$ cat src/cfu_defines.svh
/*
  Constants for the condition flag update block: flag bit positions,
  result widths, sign positions, flag reset value and cycle figures.
  Assumes inclusion by bare name from the package and the design module.
*/
`ifndef CFU_DEFINES_SVH
`define CFU_DEFINES_SVH

// ----------------------------------------
// Flag bit positions
// ----------------------------------------
`define CFU_BIT_C        0
`define CFU_BIT_V        1
`define CFU_BIT_Z        2
`define CFU_BIT_N        3
`define CFU_BIT_U        4
`define CFU_BIT_E        5
`define CFU_BIT_L        6
`define CFU_BIT_S        7
`define CFU_NUM_FLAGS    8

// ----------------------------------------
// Result widths, sign positions and flag reset value
// ----------------------------------------
`define CFU_ACC_W        36
`define CFU_SIGN_LONG    35
`define CFU_SIGN_SHORT   31
`define CFU_FLAGS_RST    8'h00

// ----------------------------------------
// Cycle count figures
// ----------------------------------------
`define CFU_CYC_W        4
`define CFU_EXTRA_CYC    4'h1

`endif

$ cat src/cfu_pkg.sv
/*
  Types for the condition flag update block.
  Assumes cfu_defines.svh is on the include path.
*/
`include "cfu_defines.svh"

package cfu_pkg;

  // ----------------------------------------
  // Per-flag action selector
  // ----------------------------------------
  typedef enum logic [2:0] {
    CFU_ACT_KEEP  = 3'h0,
    CFU_ACT_STD   = 3'h1,
    CFU_ACT_CLR   = 3'h2,
    CFU_ACT_SET   = 3'h3,
    CFU_ACT_SPEC  = 3'h4
  } cfu_act_e;

  // ----------------------------------------
  // Sequencer states
  // ----------------------------------------
  typedef enum logic [1:0] {
    CFU_ST_IDLE = 2'b01,
    CFU_ST_EXEC = 2'b10
  } cfu_state_e;

  // ----------------------------------------
  // One operation issued to the block
  // ----------------------------------------
  typedef struct packed {
    logic [`CFU_ACC_W-1:0]       result;
    logic                        narrow;
    logic                        carry;
    logic                        ovf;
    logic                        limited;
    logic [`CFU_NUM_FLAGS-1:0]   spec_val;
    logic [`CFU_CYC_W-1:0]       base_cyc;
    logic                        pre_upd;
    logic                        long_abs;
    logic                        long_imm;
  } cfu_op_s;

  typedef cfu_act_e [`CFU_NUM_FLAGS-1:0] cfu_act_t;

endpackage

$ cat src/cfu_flag_update.sv
/*
  Condition flag update and instruction timing for the arithmetic unit.
  Assumes the decoder issues one operation with a one-cycle start pulse;
  op and actions are captured at issue and may change before done, and
  all inputs are synchronous to mclk_in.
*/
// Notes on behaviour
// - Negative flag copies sign bit: bit 35, or bit 31 for narrow results.
// - Zero flag set when every result bit is zero, else cleared.
// - Overflow flag set on arithmetic overflow of the result, else cleared.
// - Carry flag set on addition carry or subtraction borrow, else cleared.
// - Limit flag set on overflow or saturation on transfer; sticky.
// - Scaling flag set when data growth is detected; sticky.
// - Extension flag set when the extension part holds significant bits.
// - Unnormalized flag set when the result is not normalized.
// - Standard action updates a flag from its general definition.
// - Unaffected action keeps the previous flag value.
// - Forced clear action writes zero whatever the result.
// - Forced set action writes one whatever the result.
// - Special action takes the instruction-specific value instead.
// - Add one cycle each for pre-update, long absolute, long immediate.
`timescale 1ns/1ps
`include "cfu_defines.svh"

module cfu_flag_update
  import cfu_pkg::*;
#(
  parameter int ACC_W = `CFU_ACC_W
) (
  // Clock and reset
  input  wire logic                       mclk_in,
  input  wire logic                       nrst_in,
  // Operation issue
  input  wire logic                       start_in,
  input  wire cfu_op_s                    op_in,
  input  wire cfu_act_t                   act_in,
  // Flag state and status
  output logic [`CFU_NUM_FLAGS-1:0]       condition_flags_register_out,
  output logic                            busy_out,
  output logic                            done_out,
  output logic [`CFU_CYC_W-1:0]           total_cyc_out
);

  // ----------------------------------------
  // Standard flag definitions
  // ----------------------------------------
  logic [`CFU_NUM_FLAGS-1:0]  std_val;
  logic [`CFU_NUM_FLAGS-1:0]  new_flags;
  logic [`CFU_NUM_FLAGS-1:0]  flags_r;
  logic [`CFU_NUM_FLAGS-1:0]  flags_nxt;
  logic [`CFU_CYC_W-1:0]      total_cyc;
  logic [`CFU_CYC_W-1:0]      cnt_r;
  logic [`CFU_CYC_W-1:0]      cnt_nxt;
  logic [`CFU_CYC_W-1:0]      tot_r;
  logic                       busy_r;
  logic                       done_r;
  logic                       done_nxt;
  cfu_state_e                 state_r;
  cfu_state_e                 state_nxt;
  cfu_op_s                    op_r;
  cfu_act_t                   act_r;

  wire [ACC_W-1:0] res        = op_r.result;
  wire             sign_bit   = op_r.narrow ? res[`CFU_SIGN_SHORT]
                                            : res[`CFU_SIGN_LONG];
  wire             res_zero   = (res == '0);
  // Extension bits 35..31 all equal means pure sign extension
  wire             ext_used   = !((&res[35:31]) || !(|res[35:31]));
  // Unnormalized when the two top fraction bits agree and extension unused
  wire             unnorm     = !ext_used && (res[31] == res[30]);
  // Growth: the bits next to the binary point agree no longer
  wire             growth     = (res[31] != res[30]);

  assign std_val[`CFU_BIT_C] = op_r.carry;
  assign std_val[`CFU_BIT_V] = op_r.ovf;
  assign std_val[`CFU_BIT_Z] = res_zero;
  assign std_val[`CFU_BIT_N] = sign_bit;
  assign std_val[`CFU_BIT_U] = unnorm;
  assign std_val[`CFU_BIT_E] = ext_used;
  // Limit and scaling only ever set; software clears them elsewhere
  assign std_val[`CFU_BIT_L] = flags_r[`CFU_BIT_L] | op_r.ovf | op_r.limited;
  assign std_val[`CFU_BIT_S] = flags_r[`CFU_BIT_S] | growth;

  // ----------------------------------------
  // Per-flag action selection
  // ----------------------------------------
  genvar gi;
  generate
    for (gi = 0; gi < `CFU_NUM_FLAGS; gi++) begin : g_flag
      always_comb begin
        case (act_r[gi])
          CFU_ACT_STD:  new_flags[gi] = std_val[gi];
          CFU_ACT_CLR:  new_flags[gi] = 1'b0;
          CFU_ACT_SET:  new_flags[gi] = 1'b1;
          CFU_ACT_SPEC: new_flags[gi] = op_r.spec_val[gi];
          default:      new_flags[gi] = flags_r[gi];
        endcase
      end
    end
  endgenerate

  // ----------------------------------------
  // Cycle count
  // ----------------------------------------
  assign total_cyc = op_in.base_cyc
                   + (op_in.pre_upd  ? `CFU_EXTRA_CYC : 4'h0)
                   + (op_in.long_abs ? `CFU_EXTRA_CYC : 4'h0)
                   + (op_in.long_imm ? `CFU_EXTRA_CYC : 4'h0);

  // ----------------------------------------
  // Sequencer
  // ----------------------------------------
  // Flags land only on the last execute cycle so a follower sees one set
  wire last_cyc = (cnt_r <= 4'h1);

  always_comb begin
    state_nxt = state_r;
    cnt_nxt   = cnt_r;
    flags_nxt = flags_r;
    done_nxt  = 1'b0;
    case (state_r)
      CFU_ST_IDLE: begin
        if (start_in) begin
          state_nxt = CFU_ST_EXEC;
          cnt_nxt   = total_cyc;
        end
      end
      CFU_ST_EXEC: begin
        if (last_cyc) begin
          state_nxt = CFU_ST_IDLE;
          flags_nxt = new_flags;
          done_nxt  = 1'b1;
          cnt_nxt   = 4'h0;
        end else begin
          cnt_nxt = cnt_r - 4'h1;
        end
      end
      default: state_nxt = CFU_ST_IDLE;
    endcase
  end

  always_ff @(posedge mclk_in) begin
    if (!nrst_in) begin
      state_r <= CFU_ST_IDLE;
      cnt_r   <= 4'h0;
      flags_r <= `CFU_FLAGS_RST;
      done_r  <= 1'b0;
      busy_r  <= 1'b0;
      tot_r   <= 4'h0;
    end else begin
      state_r <= state_nxt;
      cnt_r   <= cnt_nxt;
      flags_r <= flags_nxt;
      done_r  <= done_nxt;
      busy_r  <= (state_nxt == CFU_ST_EXEC);
      if (state_r == CFU_ST_IDLE && start_in) begin
        tot_r <= total_cyc;
      end
    end
  end

  // Operands captured at issue; no reset needed for pure data
  always_ff @(posedge mclk_in) begin
    if (state_r == CFU_ST_IDLE && start_in) begin
      op_r  <= op_in;
      act_r <= act_in;
    end
  end

  assign condition_flags_register_out = flags_r;
  assign busy_out                     = busy_r;
  assign done_out                     = done_r;
  assign total_cyc_out                = tot_r;

endmodule // cfu_flag_update

$ cat config.mk
export PLATFORM = sky130hd
export DESIGN_NAME = cfu_flag_update
export DESIGN_NICKNAME = d
export VERILOG_FILES = /design/src/cfu_pkg.sv /design/src/cfu_flag_update.sv
export VERILOG_INCLUDE_DIRS = /design/src
export SDC_FILE = /design/constraint.sdc
export NUM_CORES = 1
export LEC_CHECK = 0
export BUFFER_PORTS_ARGS = -buffer_cell sky130_fd_sc_hd__buf_2
export CELL_PAD_IN_SITES_DETAIL_PLACEMENT = 2
export CELL_PAD_IN_SITES_GLOBAL_PLACEMENT = 2
export CORE_ASPECT_RATIO = 0.75
export CORE_MARGIN = 10
export CORE_UTILIZATION = 31
export CTS_CLUSTER_DIAMETER = 80
export DETAILED_ROUTE_END_ITERATION = 12
export PLACE_DENSITY = 0.7
export SKIP_CTS_REPAIR_TIMING = 1
export SYNTH_ARGS = -nofsm -noshare
export SYNTH_HDL_FRONTEND = slang
export SYNTH_SLANG_ARGS = --single-unit
$ cat constraint.sdc
create_clock -name mclk_in -period 2.6 [get_ports mclk_in]
set_input_delay 0.13 -clock mclk_in [delete_from_list [all_inputs] [get_ports mclk_in]]
set_output_delay 0.13 -clock mclk_in [all_outputs]
set_load 0.01 [all_outputs]
Word-level counts from Yosys, hierarchy flattened
Index checks and enable logic that the tools add are counted.
{ "op_classes": {"add_sub_neg": 4, "multipliers": 0, "n_div": 0, "order_cmp": 1, "n_eq_ne": 38, "n_shift": 0, "mux": 19, "n_bitwise": 3, "reduce_logical": 27} }
{ "op_table": {"columns": ["cell", "n"], "rows": [
  ["$eq A3 B2 Y1 const B", 16],
  ["$logic_not A36 Y1", 1],
  ["$pmux W1 S4", 8],
  ["$reduce_bool A4 Y1", 8],
  ["$eq A3 B1 Y1 const B", 8],
  ["$eq A3 B3 Y1 const B", 8],
  ["$reduce_and A3 Y1", 8],
  ["$add A4 B1 Y4", 3],
  ["$mux W4", 2],
  ["$pmux W4 S2", 1],
  ["$mux W1", 5],
  ["$reduce_and A5 Y1", 1],
  ["$reduce_or A5 Y1", 1],
  ["$eq A2 B2 Y1 const B", 2],
  ["$le A4 B1 Y1 const B", 1],
  ["$mux W2", 2],
  ["$pmux W2 S2", 1],
  ["$reduce_and A2 Y1", 2],
  ["$sub A4 B1 Y4 const B", 1],
  ["$or A1 B1 Y1", 3],
  ["$eq A2 B1 Y1 const B", 1],
  ["$logic_and A1 B1 Y1", 2],
  ["$logic_not A1 Y1", 2],
  ["$ne A2 B2 Y1 const B", 1],
  ["other kinds (4)", 4]
]} }
{ "totals": {"reg_bits": 92, "latch_bits": 0, "mem_bits_rw": 0, "mem_bits_ro": 0, "elab_cells": 119, "n_memories": 0} }

Longest topological paths before layout
Gate-level depths: netlist of run 1.
{ "logic_depth": {"ltp_word": 6, "mapped_depth": 8, "mapped_depth_nobuf": 8} }

Worst setup path before layout of run 1
Ideal clock, no wire load.
{ "synth_path": {"path_type": "register to register", "from": "reg state_r[1]", "to": "reg busy_r (netlist: busy_out)", "setup_time_ns": 0.066, "arrival_ns": 2.745, "t_required_ns": 2.534, "path_slack_ns": -0.211, "stages_incl_launch_ff": 8, "n_path_buf": 0, "synth_period_minus_slack_ns": 2.811, "cell_sequence": "dfxtp_1 -> inv_1 -> ha_1 -> nand2_1 -> inv_1 -> nor2_1 -> a2111oi_0 -> nor2b_1"} }
{ "synth_between": {"elab_chain_cells": 3} }
{ "synth_lines": {"columns": ["element", "line", "text"], "rows": [
  ["start: declaration", "cfu_flag_update.sv:58", "cfu_state_e state_r;"],
  ["start signal: assignment", "cfu_flag_update.sv:151", "state_r <= state_nxt;"],
  ["$eq A2 B2 Y1, or another cell as far along", "cfu_flag_update.sv:121", "case (state_r)"],
  ["$pmux W2 S2 *", "cfu_flag_update.sv:121", null],
  ["$eq A2 B2 Y1 *", "cfu_flag_update.sv:155", "busy_r <= (state_nxt == CFU_ST_EXEC);"],
  ["end signal: assignment", "cfu_flag_update.sv:155", null],
  ["end: declaration", "cfu_flag_update.sv:55", "logic busy_r;"]
]} }
Mark *: on every way between the ends. The rest lies on a longest branch, timed or not.
A chain may end at the register's enable or synchronous reset.

Final worst setup path of run 1
{ "layout_path": {"from": "reg cnt_r[0]", "to": "reg busy_r (netlist: busy_out)"} }
{ "layout_between": {"elab_chain_cells": 4} }
{ "layout_lines": {"columns": ["element", "line", "text"], "rows": [
  ["start: declaration", "cfu_flag_update.sv:52", "logic [`CFU_CYC_W-1:0] cnt_r;"],
  ["start signal: assignment", "cfu_flag_update.sv:152", "cnt_r <= cnt_nxt;"],
  ["$le A4 B1 Y1", "cfu_flag_update.sv:114", "wire last_cyc = (cnt_r <= 4'h1);"],
  ["$mux W2", "cfu_flag_update.sv:129", "if (last_cyc) begin"],
  ["$pmux W2 S2", "cfu_flag_update.sv:121", null],
  ["$eq A2 B2 Y1", "cfu_flag_update.sv:155", null]
]} }
Every way passes these cells.

==> results of run 1 <==
## path summary, 6_finish.rpt
kind / from / cells past startpoint / slack, ps / end
max: cnt_r[0]$_SDFFE_PN0P_ / 6 / 480 / busy_out$_SDFF_PN0_
min: nrst_in / 3 / 120 / condition_flags_register_out[1]$_SDFFE_PN0P_
max reg2reg: cnt_r[0]$_SDFFE_PN0P_ / 6 / 480 / busy_out$_SDFF_PN0_
min reg2reg: total_cyc_out[2]$_SDFFE_PN0P_ / 2 / 460 / total_cyc_out[2]$_SDFFE_PN0P_
## kinds of logic after synthesis
| logic type | synth area share (%) |
|---|---|
| adders and majority gates | 3.568 |
| DFF | 71.63 |
| AOI/OAI and AO/OA | 10.35 |
| muxes | 1.189 |
| buffers and inverters | 1.993 |
| xor gates and xnor gates | 1.469 |
| and+or+nand+nor | 9.794 |
## power by group
| group | switching [uW] | internal [uW] |
|---|---|---|
| Combinational | 486 | 374 |
| Sequential | 170 | 1970 |
| Clock | 600 | 955 |
## layer usage
layer,global-route usage [%],vias up
met1,14.61,1268
li1,-,1315
met5,0,-
met2,19.39,70
met4,4.073,0
met3,4.931,11
## worst min-delay path, delay by kind of cell
kind                   cells  cell delay [ps]
AO/OA/AOI/OAI              2              130
buffers and inverters      1              160
## sequential cells by signal, summed over array words and instances (netlist names)
signal and count:
cnt_r 4, op_r 12, state_r 2, done_out 1
total_cyc_out 4, act_r 24, busy_out 1, condition_flags_register_out 8
res 36
## cells in the final DEF (no fill, tap or decap), types with 3 or more instances in the layout
cell | Yosys | routed
nand2_1 | 8 | 8
clkbuf_16 | 0 | 9
nor4b_1 | 3 | 3
edfxtp_1 | 72 | 72
o21bai_1 | 3 | 3
nor3b_1 | 5 | 5
o21ai_0 | 14 | 14
nor4_1 | 6 | 6
a211oi_1 | 4 | 4
buf_4 | 0 | 3
dlygate4sd3_1 | 0 | 72
o22ai_1 | 4 | 4
inv_1 | 18 | 17
a21oi_1 | 17 | 17
buf_2 | 0 | 95
xnor2_1 | 4 | 4
nor2_1 | 11 | 11
bufinv_16 | 0 | 3
nand2b_1 | 7 | 7
dfxtp_1 | 20 | 20
nor3_1 | 8 | 8
ha_1 | 7 | 7
## final cells by class
cell class / instances / area, um2 / share of cell area (%)
Inverter: 18 / 71.32 / 1.339
Clock buffer: 9 / 225.2 / 4.227
Tap cell: 140 / 175.2 / 3.288
Multi-Input combinational cell: 138 / 943.4 / 17.71
Sequential cell: 92 / 2562 / 48.10
Clock inverter: 7 / 131.4 / 2.466
Timing Repair Buffer: 170 / 1219 / 22.87
## per-stage QoR
| step | power (uW) | utilization [%] | instances |
|---|---|---|---|
| final | 4556 | 47.97 | 574 |
| after global routing | 4799 | 47.97 | 574 |
| after floorplan | 2628 | - | 249 |
| after global placement | 2901 | 38.27 | 486 |
| after detailed placement | 2966 | 38.27 | 486 |
| after CTS | 4532 | 41.48 | 502 |
==> flow_summary.ini, run 1 <==
[status]
status = finished, final reports clean

[worst_setup_path]
worstPathMaxFanout = 5
cp.required_ps = 2880
critical_path.cell_chain = inv_1 > ha_1 > o21bai_1 > o21ai_0 > a2111oi_0 > nor2b_1
crit_type = flop to flop
slowest_delay_ps = 570
start_kind = flop
crit_buf_inv = 1
cp.arrival_ps = 2400
crit_path_end_kind = flop
crit_slowest_cell = a2111oi_0
cp_top_family = compound AO/OA/AOI/OAI gates

[clocking]
cts_tree = yes
clock-root-buffer = clkbuf_16
cts_buffers = 9
clk_pin_slew_worst_paths_ps = 70
cts_buffer_depth = 2
cts-htree-levels = 3
clk_latency_ps = 350
clock-sinks = 92

[pwr]
p_leak_uw = 0.002080
power_per_cell_area_mw_per_mm2 = 855.2
peakVddDrop_mv = 0.3473

[route]
detail_route.wl_per_cell_um = 18.82
wl_met3_um = 743
drtIter0Drc = 131
vias = 2664
dr.max_layer_used = met4
drt.antenna.violating_nets = 0
drc = 0
vias_per_cell = 4.641
wl_met2_um = 5243
dr.pass1.iters = 4
m1WireLength_um = 4682
routed_wl_um = 10800

[place]
pre_cts_slack_ps = 505.7
gp_congestion = 0.7313
hpwlAfterDp_um = 7376
io_buffers = 95
placed_area_mm2 = 0.004250

[yosys]
synth_top_area_share_pct = 60.44
netlist_area_mm2 = 0.003577
synth.area.top_cells = edfxtp_1 (60%), dfxtp_1 (11%), ha_1 (2.4%)
synthDistinctLibCells = 43
synth_top_area_cell = edfxtp_1
synth_seq_cells = 92
post-synth-top-count-cell = edfxtp_1
ys.flop_type = edfxtp_1
synthesis.nets = 340
synth-edff-count = 72
synth_async_sr_flop_share_pct = 0
seq_area_frac_synth_pct = 71.63
syn_inst = 249
avgSynthCellArea_um2 = 14.37
synth_commonest_cells = edfxtp_1 (72), dfxtp_1 (20), inv_1 (18), a21oi_1 (17), o21ai_0 (14)
synth_warnings = 0

[final_layout]
fin_nets = 520
area_delta_synth_final_pct = 48.93
num-fill-cells = 1080
drive_gt1_share_pct = 29.03
antennaDiodeCount = 0
final_cell_area_mm2 = 0.005328

[die]
die_w_um = 144.0
die_y_um = 113.0
fp-row-count = 33
fp.dieArea_mm2 = 0.01628
io_pins = 96
coreArea_mm2 = 0.01111
start_util_pct = 32.21

[timing]
report.final.slew_viol_count = 0
grt_setup_unrepaired = false
setup_slack_ps = 483.9
min_period_over_period_pct = 81.39
setup_viol = 0
skew_ps = 7.391
fmax_mhz = 472.6
relSlewSlack_pct = 64.77
tightest_slew_ps = 515.1
hold_viol = 0
whs_ps = 115.2
setup_tns_ps = 0
layout_min_cycle_time_ps = 2116

[worst_hold_path]
hp-class = primary input to flop

[global_route]
grt_antenna_before_repair = 0
grt_remaining_overflow = 0
track_usage_pct = 12.16
grt_pass1_wl_um = 15100
grt_max_degree = 27
grt_pass1_vias = 2799

[flow_run]
maxCapViolations = 0
Note: power is estimated with default switching activity, not from simulation.
==> inputs of run 2 (changes only) <==
- CORE_UTILIZATION: 31 -> 35
- PLACE_DENSITY: 0.7 -> 0.75
- clock period: 2.6 -> 2.1 ns (I/O delays scaled with it)
==> flow_summary.ini, run 2 (synthesis results as in run 1) <==
[pwr]
power_per_cell_area_mw_per_mm2 = 1025
peakVddDrop_mv = 0.5296
p_leak_uw = 0.002078

[worst_setup_path]
crit_type = flop to flop
reg2reg_depth = 4
start_kind = flop
reg2reg_slack_ps = 40
cp.arrival_ps = 2350
timing.rr.end = condition_flags_register_out[2]$_SDFFE_PN0P_
crit_path_end_kind = flop
worstPathMaxFanout = 2
r2r-start = res[32]$_DFFE_PP_
cp.required_ps = 2390

[worst_hold_path]
whs_endpoint = cnt_r[3]$_SDFFE_PN0P_
hp-class = primary input to flop
worstHoldPathCells = 2
min_from = nrst_in

[global_route]
grt_remaining_overflow = 0
grt_pass1_wl_um = 15260
grt_max_degree = 52
grt_antenna_before_repair = 0
grt_pass1_vias = 2784
track_usage_pct = 13.64

[final_layout]
mostFrequentLayoutCell = buf_2
final_cell_mix = buf_2 (95), edfxtp_1 (72), dlygate4sd3_1 (72)
largest_register_ffs = 36
area_delta_synth_final_pct = 49.25
drive_gt1_share_pct = 30.89
num-fill-cells = 927
fin_nets = 523
final_cell_area_mm2 = 0.005339
antennaDiodeCount = 0

[place]
gp_congestion = 0.7605
pre_cts_slack_ps = -26.78
placed_area_mm2 = 0.004305
hpwlAfterDp_um = 7637
io_buffers = 95

[die]
die_w_um = 136.7
start_util_pct = 36.45
io_pins = 96
fp.dieArea_mm2 = 0.01471
coreArea_mm2 = 0.009813
die_y_um = 107.6
fp-row-count = 31

[route]
routed_wl_um = 11820
detail_route.wl_per_cell_um = 20.77
vias_per_cell = 4.910
dr.pass1.iters = 4
drt.antenna.violating_nets = 0
drc = 0
drtIter0Drc = 145
vias = 2794

[timing]
layout_min_cycle_time_ps = 2064
setup_slack_ps = 36.08
tightest_slew_ps = 520.1
skew_ps = 7.092
hold_viol = 0
min_period_over_period_pct = 98.28
setup_viol = 0
relSlewSlack_pct = 65.01
fmax_mhz = 484.5
report.final.slew_viol_count = 0

[status]
status = finished, final reports clean

[clocking]
cts-htree-levels = 3
cts_tree = yes
clock-sinks = 92
clock-root-buffer = clkbuf_16
cts_buffers = 9
cts_buffer_depth = 2
clk_latency_ps = 340
clk_pin_slew_worst_paths_ps = 70

[flow_run]
maxCapViolations = 0
-- run 2: changes by cell type in the layout (fill, tap and decap cells not counted), sizes merged --
| cell | change |
|---|---|
| bufinv | -2 |
| clkbuf | +1 |
| buf | +3 |
| inv | -1 |
| clkinv | +2 |
-- run 2: per-stage QoR --
stage	TNS, ps	util (%)	cells	hold slack, ps	power, uW
floorplan	-68.20	-	249	203.9	3308
global placement	0	43.87	481	282.3	3672
detailed placement	-26.78	43.87	481	283.4	3771
CTS	-46.55	46.86	497	-80.41	5397
global route	-25.18	54.41	569	92.72	5792
finish	0	54.41	569	97.24	5473
-- run 2: cell type report --
type / count / area, um2 / share of cell area [%]
Sequential cell: 92 / 2564 / 48.02
Timing Repair Buffer: 173 / 1254 / 23.48
Multi-Input combinational cell: 138 / 992.2 / 18.58
Clock buffer: 10 / 229.0 / 4.289
Tap cell: 132 / 165.2 / 3.094
Inverter: 18 / 71.32 / 1.336
Clock inverter: 6 / 63.81 / 1.195
-- run 2: worst max path at each step --
stage,start,end,depth (start not counted)
floorplan,state_r[1]$_SDFF_PN0_,busy_out$_SDFF_PN0_,7
global route,res[32]$_DFFE_PP_,condition_flags_register_out[2]$_SDFFE_PN0P_,4
finish,res[32]$_DFFE_PP_,condition_flags_register_out[2]$_SDFFE_PN0P_,4
global placement,res[35]$_DFFE_PP_,condition_flags_register_out[2]$_SDFFE_PN0P_,4
CTS,res[32]$_DFFE_PP_,condition_flags_register_out[2]$_SDFFE_PN0P_,4
detailed placement,res[32]$_DFFE_PP_,condition_flags_register_out[2]$_SDFFE_PN0P_,4
-- run 2: routing by layer --
| metal | global-route usage (%) | part of all wire (%) |
|---|---|---|
| met1 | 16.10 | 41 |
| met2 | 22.36 | 53 |
| met3 | 5.364 | 5.6 |
| met4 | 4.325 | 0.78 |
| met5 | 0 | 0 |
-- run 2: worst max-delay path, stage by stage (launching register included) --
cell	delay (ps)
edfxtp_1	420
or4_4	550
or4_4	450
a2111oi_4	340
o221a_2	240
-- run 2: power breakdown --
group / switching, uW / internal (uW) / leakage [uW]
logic: 652 / 526 / 0.00109
registers: 243 / 2450 / 0.000849
clock network: 683 / 923 / 0.000140
total: 1580 / 3890 / 0.00208
